## src/rtl/nsr_consts.svh

```systemverilog
`ifndef NSR_CONSTS_SVH
`define NSR_CONSTS_SVH

// Flash command codes and the ID address byte
`define NSR_CMD_RESET     8'hFF
`define NSR_CMD_STATUS    8'h70
`define NSR_CMD_STATUS_MP 8'h71
`define NSR_CMD_ID        8'h90
`define NSR_CMD_ECC       8'h7A
`define NSR_ID_ADDR       8'h00

// Bytes returned per read sequence
`define NSR_ID_BYTES      3'h5
`define NSR_ECC_BYTES     3'h4
`define NSR_ONE_BYTE      3'h1

// Timing, in ns
`define NSR_CLK_NS        40
`define NSR_PHASE_NS      50
`define NSR_WB_NS         100

// Register offsets
`define NSR_REG_CTRL      4'h0
`define NSR_REG_STATE     4'h1
`define NSR_REG_RES0      4'h2
`define NSR_REG_RES4      4'h6
`define NSR_REG_DECODE    4'h7
`define NSR_REG_INTSTAT   4'h8
`define NSR_REG_INTMASK   4'h9

// Control register fields
`define NSR_CTRL_WPN      7
`define NSR_CTRL_WPN_RST  1'h0

// Status byte fields
`define NSR_STAT_FAIL     0
`define NSR_STAT_REWRITE  3
`define NSR_STAT_READY    6
`define NSR_STAT_WPN      7

// Correction report
`define NSR_ECC_UNCORR    4'hF

// Interrupt status bits
`define NSR_INT_DONE      0
`define NSR_INT_FAIL      1
`define NSR_INT_UNCORR    2
`define NSR_INT_REFUSED   3
`define NSR_INT_REWRITE   4
`define NSR_INT_W         5

`endif

```

## src/rtl/nsr_pkg.sv

```systemverilog
package nsr_pkg;

  typedef enum logic [2:0] {
    OP_RESET,
    OP_STATUS,
    OP_STATUS_MP,
    OP_ID,
    OP_ECC,
    OP_REPOLL
  } nsr_op_t;

  typedef enum logic [3:0] {
    ST_IDLE,
    ST_CMD_LO,
    ST_CMD_HI,
    ST_ADR_LO,
    ST_ADR_HI,
    ST_WAITB,
    ST_WAITR,
    ST_RD_LO,
    ST_RD_HI
  } nsr_state_t;

endpackage : nsr_pkg

```

## src/rtl/nsr_ctrl.sv

```systemverilog
`timescale 1ns/100ps
`include "nsr_consts.svh"

module nsr_ctrl (
  input  wire logic       mclk,
  input  wire logic       rst_n,
  input  wire logic [3:0] regAddr,
  input  wire logic [7:0] regWdata,
  input  wire logic       regWr,
  input  wire logic       regRd,
  output logic      [7:0] regRdata,
  output logic            irq,
  output logic            ceN,
  output logic            cleOut,
  output logic            aleOut,
  output logic            weN,
  output logic            readStrobeN,
  output logic            wpN,
  input  wire logic [7:0] ioIn,
  output logic      [7:0] ioOut,
  output logic            ioOe,
  input  wire logic       readyBusyOut
);

  localparam int PhaseCyc = (`NSR_PHASE_NS + `NSR_CLK_NS - 1) / `NSR_CLK_NS;
  localparam int WbCyc    = (`NSR_WB_NS + `NSR_CLK_NS - 1) / `NSR_CLK_NS;
  localparam logic [1:0] PhaseMax = 2'(PhaseCyc - 1);
  localparam logic [1:0] WbMax    = 2'(WbCyc - 1);

  nsr_pkg::nsr_state_t stateReg;
  nsr_pkg::nsr_state_t stateNext;
  nsr_pkg::nsr_op_t    opReg;
  nsr_pkg::nsr_op_t    opReq;
  nsr_pkg::nsr_op_t    opSel;
  logic [1:0]          phaseCnt_reg;
  logic [1:0]          waitCnt_reg;
  logic [2:0]          byteIdx_reg;
  logic [2:0]          nBytes;
  logic [7:0]          cmdByte;
  logic [7:0]          rdBuf_reg [0:4];
  logic                initPending_reg;
  logic                statusMode_reg;
  logic                wpCtl_reg;
  logic [`NSR_INT_W-1:0] intStat_reg;
  logic [`NSR_INT_W-1:0] intMask_reg;
  logic [`NSR_INT_W-1:0] events;
  logic                tick;
  logic                startReq;
  logic                startOk;
  logic                done;
  logic                eccUncorr;
  logic [7:0]          decode;

  assign tick     = (phaseCnt_reg == PhaseMax);
  assign opReq    = nsr_pkg::nsr_op_t'(regWdata[2:0]);
  // Opcode is still old on the start edge; the bus must carry the new command at once
  assign opSel    = (stateReg == nsr_pkg::ST_IDLE) ? opReq : opReg;
  assign startReq = regWr && (regAddr == `NSR_REG_CTRL) && (regWdata[2:0] <= 3'(nsr_pkg::OP_REPOLL));

  // Only reset and status go out while the part initialises or is busy
  always_comb begin
    startOk = startReq && (stateReg == nsr_pkg::ST_IDLE);
    if ((opReq == nsr_pkg::OP_ID || opReq == nsr_pkg::OP_ECC) && (initPending_reg || !readyBusyOut)) begin
      startOk = 1'b0;
    end
    if (opReq == nsr_pkg::OP_REPOLL && !statusMode_reg) begin
      startOk = 1'b0;
    end
  end

  always_comb begin
    case (opSel)
      nsr_pkg::OP_RESET:     cmdByte = `NSR_CMD_RESET;
      nsr_pkg::OP_STATUS:    cmdByte = `NSR_CMD_STATUS;
      nsr_pkg::OP_STATUS_MP: cmdByte = `NSR_CMD_STATUS_MP;
      nsr_pkg::OP_ID:        cmdByte = `NSR_CMD_ID;
      nsr_pkg::OP_ECC:       cmdByte = `NSR_CMD_ECC;
      default:               cmdByte = `NSR_CMD_STATUS;
    endcase
    case (opReg)
      nsr_pkg::OP_ID:  nBytes = `NSR_ID_BYTES;
      nsr_pkg::OP_ECC: nBytes = `NSR_ECC_BYTES;
      default:         nBytes = `NSR_ONE_BYTE;
    endcase
  end

  always_comb begin
    stateNext = stateReg;
    done      = 1'b0;
    case (stateReg)
      nsr_pkg::ST_IDLE: begin
        if (startOk) begin
          stateNext = (opReq == nsr_pkg::OP_REPOLL) ? nsr_pkg::ST_RD_LO : nsr_pkg::ST_CMD_LO;
        end
      end
      nsr_pkg::ST_CMD_LO: if (tick) stateNext = nsr_pkg::ST_CMD_HI;
      nsr_pkg::ST_CMD_HI: begin
        if (tick) begin
          if (opReg == nsr_pkg::OP_ID) begin
            stateNext = nsr_pkg::ST_ADR_LO;
          end else if (opReg == nsr_pkg::OP_RESET) begin
            stateNext = nsr_pkg::ST_WAITB;
          end else begin
            stateNext = nsr_pkg::ST_RD_LO;
          end
        end
      end
      nsr_pkg::ST_ADR_LO: if (tick) stateNext = nsr_pkg::ST_ADR_HI;
      nsr_pkg::ST_ADR_HI: if (tick) stateNext = nsr_pkg::ST_RD_LO;
      nsr_pkg::ST_WAITB:  if (waitCnt_reg == WbMax) stateNext = nsr_pkg::ST_WAITR;
      nsr_pkg::ST_WAITR: begin
        // Aborted copy pages are software's concern; we only wait for ready
        if (readyBusyOut) begin
          stateNext = nsr_pkg::ST_IDLE;
          done      = 1'b1;
        end
      end
      nsr_pkg::ST_RD_LO:  if (tick) stateNext = nsr_pkg::ST_RD_HI;
      nsr_pkg::ST_RD_HI: begin
        if (tick) begin
          if (byteIdx_reg == nBytes - 3'h1) begin
            stateNext = nsr_pkg::ST_IDLE;
            done      = 1'b1;
          end else begin
            stateNext = nsr_pkg::ST_RD_LO;
          end
        end
      end
      default: stateNext = nsr_pkg::ST_IDLE;
    endcase
  end

  always_ff @(posedge mclk or negedge rst_n) begin
    if (!rst_n) begin
      stateReg     <= nsr_pkg::ST_IDLE;
      phaseCnt_reg <= 2'h0;
      waitCnt_reg  <= 2'h0;
    end else begin
      stateReg     <= stateNext;
      phaseCnt_reg <= (tick || stateReg == nsr_pkg::ST_IDLE) ? 2'h0 : phaseCnt_reg + 2'h1;
      waitCnt_reg  <= (stateReg == nsr_pkg::ST_WAITB) ? waitCnt_reg + 2'h1 : 2'h0;
    end
  end

  always_ff @(posedge mclk or negedge rst_n) begin
    if (!rst_n) begin
      opReg          <= nsr_pkg::OP_RESET;
      statusMode_reg <= 1'b0;
      byteIdx_reg    <= 3'h0;
    end else begin
      if (startOk) begin
        byteIdx_reg <= 3'h0;
        if (opReq != nsr_pkg::OP_REPOLL) begin
          opReg          <= opReq;
          statusMode_reg <= (opReq == nsr_pkg::OP_STATUS) || (opReq == nsr_pkg::OP_STATUS_MP);
        end
      end else if (stateReg == nsr_pkg::ST_RD_HI && tick) begin
        byteIdx_reg <= byteIdx_reg + 3'h1;
      end
    end
  end

  // Power-on: stay pending until the busy pin has been seen released
  always_ff @(posedge mclk or negedge rst_n) begin
    if (!rst_n) begin
      initPending_reg <= 1'b1;
    end else if (stateReg == nsr_pkg::ST_IDLE && readyBusyOut) begin
      initPending_reg <= 1'b0;
    end
  end

  // Pins come straight from flops; next state decides them
  always_ff @(posedge mclk or negedge rst_n) begin
    if (!rst_n) begin
      ceN         <= 1'b1;
      cleOut      <= 1'b0;
      aleOut      <= 1'b0;
      weN         <= 1'b1;
      readStrobeN <= 1'b1;
      ioOut       <= 8'h00;
      ioOe        <= 1'b0;
    end else begin
      ceN         <= (stateNext == nsr_pkg::ST_IDLE);
      cleOut      <= (stateNext == nsr_pkg::ST_CMD_LO) || (stateNext == nsr_pkg::ST_CMD_HI);
      aleOut      <= (stateNext == nsr_pkg::ST_ADR_LO) || (stateNext == nsr_pkg::ST_ADR_HI);
      weN         <= !((stateNext == nsr_pkg::ST_CMD_LO) || (stateNext == nsr_pkg::ST_ADR_LO));
      readStrobeN <= (stateNext != nsr_pkg::ST_RD_LO);
      ioOe        <= (stateNext == nsr_pkg::ST_CMD_LO) || (stateNext == nsr_pkg::ST_CMD_HI) ||
                     (stateNext == nsr_pkg::ST_ADR_LO) || (stateNext == nsr_pkg::ST_ADR_HI);
      ioOut       <= (stateNext == nsr_pkg::ST_ADR_LO || stateNext == nsr_pkg::ST_ADR_HI) ?
                     `NSR_ID_ADDR : cmdByte;
    end
  end

  // Sample just before the strobe rises, data has had a full phase
  always_ff @(posedge mclk or negedge rst_n) begin
    if (!rst_n) begin
      for (int i = 0; i < 5; i++) begin
        rdBuf_reg[i] <= 8'h00;
      end
    end else if (stateReg == nsr_pkg::ST_RD_LO && tick) begin
      rdBuf_reg[byteIdx_reg] <= ioIn;
    end
  end

  always_comb begin
    eccUncorr = 1'b0;
    for (int i = 0; i < 4; i++) begin
      if (rdBuf_reg[i][3:0] == `NSR_ECC_UNCORR) begin
        eccUncorr = 1'b1;
      end
    end
  end

  // Fail only counts once the status byte itself says ready
  assign decode = {4'h0,
                   rdBuf_reg[0][`NSR_STAT_FAIL] & rdBuf_reg[0][`NSR_STAT_READY],
                   rdBuf_reg[0][`NSR_STAT_REWRITE],
                   rdBuf_reg[0][`NSR_STAT_READY],
                   rdBuf_reg[0][`NSR_STAT_WPN]};

  always_comb begin
    events = '0;
    events[`NSR_INT_DONE]    = done;
    events[`NSR_INT_REFUSED] = startReq && !startOk;
    if (done && (opReg == nsr_pkg::OP_STATUS || opReg == nsr_pkg::OP_STATUS_MP)) begin
      events[`NSR_INT_FAIL]    = decode[3];
      events[`NSR_INT_REWRITE] = decode[2];
    end
    if (done && opReg == nsr_pkg::OP_ECC) begin
      events[`NSR_INT_UNCORR] = eccUncorr;
    end
  end

  // Read clears, but an event in the same cycle survives
  always_ff @(posedge mclk or negedge rst_n) begin
    if (!rst_n) begin
      intStat_reg <= '0;
    end else if (regRd && regAddr == `NSR_REG_INTSTAT) begin
      intStat_reg <= events;
    end else begin
      intStat_reg <= intStat_reg | events;
    end
  end

  always_ff @(posedge mclk or negedge rst_n) begin
    if (!rst_n) begin
      intMask_reg <= '0;
      wpCtl_reg   <= `NSR_CTRL_WPN_RST;
    end else if (regWr && regAddr == `NSR_REG_INTMASK) begin
      intMask_reg <= regWdata[`NSR_INT_W-1:0];
    end else if (regWr && regAddr == `NSR_REG_CTRL) begin
      wpCtl_reg <= regWdata[`NSR_CTRL_WPN];
    end
  end

  assign irq = |(intStat_reg & intMask_reg);
  assign wpN = wpCtl_reg;

  always_ff @(posedge mclk or negedge rst_n) begin
    if (!rst_n) begin
      regRdata <= 8'h00;
    end else if (regRd) begin
      if (regAddr >= `NSR_REG_RES0 && regAddr <= `NSR_REG_RES4) begin
        regRdata <= rdBuf_reg[3'(regAddr - `NSR_REG_RES0)];
      end else begin
        case (regAddr)
          `NSR_REG_CTRL:    regRdata <= {wpCtl_reg, 4'h0, opReg};
          `NSR_REG_STATE:   regRdata <= {4'h0, stateReg != nsr_pkg::ST_IDLE, readyBusyOut,
                                         initPending_reg, statusMode_reg};
          `NSR_REG_DECODE:  regRdata <= decode;
          `NSR_REG_INTSTAT: regRdata <= {3'h0, intStat_reg};
          `NSR_REG_INTMASK: regRdata <= {3'h0, intMask_reg};
          default:          regRdata <= 8'h00;
        endcase
      end
    end
  end
endmodule : nsr_ctrl

```

## config.mk

```make
export PLATFORM = sky130hd
export DESIGN_NAME = nsr_ctrl
export DESIGN_NICKNAME = d
export VERILOG_FILES = /design/src/rtl/nsr_pkg.sv /design/src/rtl/nsr_ctrl.sv
export VERILOG_INCLUDE_DIRS = /design/src /design/src/rtl
export SDC_FILE = /design/constraint.sdc
export NUM_CORES = 1
export LEC_CHECK = 0
export BUFFER_PORTS_ARGS = -buffer_cell sky130_fd_sc_hd__buf_2
export CORE_MARGIN = 5
export CORE_UTILIZATION = 35
export DETAILED_ROUTE_END_ITERATION = 12
export PLACE_DENSITY = 0.57
export SLEW_MARGIN = 25
export SYNTH_ARGS = -nofsm -noshare
export SYNTH_HDL_FRONTEND = slang
export SYNTH_SLANG_ARGS = --single-unit
export TNS_END_PERCENT = 10
```

## constraint.sdc

```tcl
create_clock -name mclk -period 5.21 [get_ports mclk]
set_input_delay 0.7815 -clock mclk [delete_from_list [all_inputs] [get_ports mclk]]
set_output_delay 0.7815 -clock mclk [all_outputs]
set_load 0.03 [all_outputs]
```

==> implementation parameters <==
Parameter                              Value

Clock tree
  Post-CTS Repair Setup Buffers    0
  Sinks on the clock net    87
  Worst-Skew Late Latency    0.35 ns
  Number of CTS-inserted buffers    9
  Clock transition time at the flip-flop clock pins of the worst setup and hold paths    0.06 ns
  Clk buf depth    2
  Number of instances resized during post-cts repair    0
  Hold_buf cts    0
  CTS H-Tree Depth    3
  TritonCTS clock tree    built
  Clk root buf    clkbuf_16

Logic synthesis
  Adder-cell area share of the yosys netlist    0.0112
  Synth cell types    59
  Number of flops mapped to enable cells by yosys    0
  Synth Area in XOR/XNOR    0.00984
  Synthesis-stage register bit count    87
  Cells after Synth    420
  Post-synthesis sequential area ratio    0.490
  Share of synthesized area spent on multiplexers    0.156
  Average size of a mapped cell    10.6 µm²
  Main combinational cell family by area after synthesis    simple AND/OR/NAND/NOR gates
  Syn nets    449
  Most used DFF post-synth    dfrtp_1
  Share of async-settable or async-resettable flops after synthesis    1.00
  Synth Area in Simple Gates    0.163
  Number of warnings printed during yosys synthesis    0
  Compound-Gate Fraction of Synth Area    0.127
  Synthesized area    0.00445 mm²

Critical path
  Category of the worst setup path launch point    input pin
  Reg-to-Reg Start    stateReg[0]
  Cell with the largest stage delay on the worst path    nor4b_1
  Series of cell instances along the critical path    buf_2 -> nor4b_1 -> nand2_1 -> nor3_2 -> or3b_1 -> mux2_4 -> a211oi_2
  Critical path arrival    3.24 ns
  Critical path peak fanout    33
  Largest stage delay, worst path    0.54 ns
  Launch point of the critical path    regAddr[1]
  CP required    5.48 ns
  Endpoint class of the critical path    flop
  Start-to-end type of the worst setup path    input pin to flop

STA
  Clock skew    0.0101 ns
  Final critical-path share of the clock period    0.571
  Final sum of negative setup slack    0 ns
  Final worst hold slack    0.440 ns
  # setup viols final    0
  Actual transition at the worst max-transition pin    1.04 ns
  Final hold violation count    0
  Number of max-slew violations in the final report    0
  Timing-limited maximum frequency    0.336 GHz
  Worst slew margin    0.303
  Final WS setup    2.24 ns
  Final period demand of the worst path    2.97 ns
  Setup repair after global routing missed its margin    no

Die
  Standard cell core area    0.0126 mm²
  Floorplan row count    41
  Y dimension of the die    123 µm
  Number of placed I/O pins    49
  Die extent in x    123 µm
  Die Outline Area    0.0151 mm²
  Initial Util    0.354

Final layout
  Flip-flop count of the largest register, all copies and words added    37
  Most common cell after layout, fill and taps aside    dfrtp_1
  Nets@finish    478
  ANT cells    0
  Number of standard cells in the layout, taps in and fillers out    626
  Synth-to-layout area growth    15.2%
  Most frequent cells in the layout    83 x dfrtp_1, 46 x mux2_2, 45 x buf_2, 34 x nor2_1, 27 x nand2_1
  Fraction of layout instances using a drive strength above 1    0.269

Placed design
  Half-perimeter wire length after placement    7260 µm
  Post-Place Setup Slack    1.90 ns
  Port buffer count    46
  Cells after DPL    610
  Weighted congestion at the end of routability-driven global placement    0.842

Hold path
  Path class of the lowest-slack min-delay path    flop to flop
  Worst Hold Launch    waitCnt_reg[0]

Global route
  Overall overflow remaining after global route    0
  Largest net degree at the start of global routing    88
  GRT Resource Usage Total    0.149
  Wire length of the first global-routing pass    17300 µm
  Initial antenna violation count    0
  Vias in the first global route    3270

Pwr
  Power consumption    2.56 mW
  Areal power density over the cells    500 mW/mm²
  Static power due to leakage    2.24 nW
  Peak VDD IR    0.174 mV

Job
  Maximum Capacitance Violations    0

Route
  DRT iter0 DRCs    249
  Routed len/inst    16.8 µm
  Final routed DRC violation total    0
  Vias per Instance    5.27
  Final antenna-violating net count    0
  Vias    3302
  Number of detailed-route iterations in the first pass    4
  Post-Route WL    10500 µm

Run status
  Status    complete, no violations
[Yosys cell counts (3+ instances only)]
library cell | count | area share
a22o_1 | 3 | 0.0059
mux2i_1 | 14 | 0.031
nor4b_1 | 3 | 0.0059
and3b_1 | 3 | 0.0059
nand3b_1 | 7 | 0.012
a21oi_1 | 26 | 0.029
dfrtp_1 | 83 | 0.47
nand3_1 | 10 | 0.011
buf_2 | 5 | 0.0056
inv_1 | 13 | 0.011
dfstp_2 | 4 | 0.024
nand4_1 | 8 | 0.011
a31oi_1 | 9 | 0.013
o21ai_0 | 11 | 0.012
o2111ai_1 | 3 | 0.0059
nand2_1 | 27 | 0.023
nand2b_1 | 5 | 0.0070
nor2_1 | 34 | 0.029
nor3_1 | 12 | 0.013
mux2_2 | 46 | 0.12
xor2_1 | 3 | 0.0059
a211oi_1 | 5 | 0.0084
nor2b_1 | 5 | 0.0070
o22ai_1 | 9 | 0.013
o211ai_1 | 3 | 0.0051
ha_1 | 4 | 0.011
clkbuf_1 | 19 | 0.016
[worst max-delay path: cells and delay by family]
family	cells	cell delay, ns
buf+inv	1	0.31
compound gates	1	0.20
simple gates	4	1.54
mux	1	0.39
[where the power goes]
group / leakage, nW / total, mW / switching (mW) / internal [mW]
Clock: 0.159 / 0.713 / 0.265 / 0.448
Sequential: 1.09 / 1.03 / 0.180 / 0.853
Combinational: 0.988 / 0.818 / 0.483 / 0.334
[cell type report]
class / instances / area (µm²)
fillers: 1215 / 7440
multi-input cells: 291 / 2100
well taps: 172 / 215
inverters: 13 / 48.8
repair buffers: 47 / 244
clock inverters: 4 / 76.3
flip-flops and latches: 87 / 2180
clock buffers: 12 / 256
[stage by stage]
step,utilization,cell area (µm²)
6_report,0.408,5120
4_1_cts,0.408,5120
2_1_floorplan,-,4450
3_3_place_gp,0.380,4770
5_1_grt,0.408,5120
3_5_place_dp,0.381,4790
[path summary, 6_finish.rpt]
path	to	slack [ns]	cells after the start
hold / removal	waitCnt_reg[0]	0.44	1
hold reg to reg	waitCnt_reg[0]	0.44	1
setup / recovery	ioOut[6]	2.24	7
min in group asynchronous	ioOut[4]	0.49	1
setup reg to reg	ioOut[6]	2.26	6
max in group asynchronous	wpN	4.17	1
[logic make-up (layout without fill, tap and decap cells)]
logic type,Yosys count,in the layout
muxes,62,62
DFF,87,87
xor gates and xnor gates,5,5
AOI/OAI and AO/OA,87,87
and+or+nand+nor,133,133
buffers and inverters,42,76
adders and majority gates,4,4
[per-layer routing]
metal  GRT usage  vias up  wire length, µm
li1            -     1585                -
met3      0.0290       12              422
met1       0.200     1647             4730
met2       0.239       58             5240
met4      0.0553        0              117
met5           0        -                0
No activity file was read; power rests on OpenSTA's default activity.
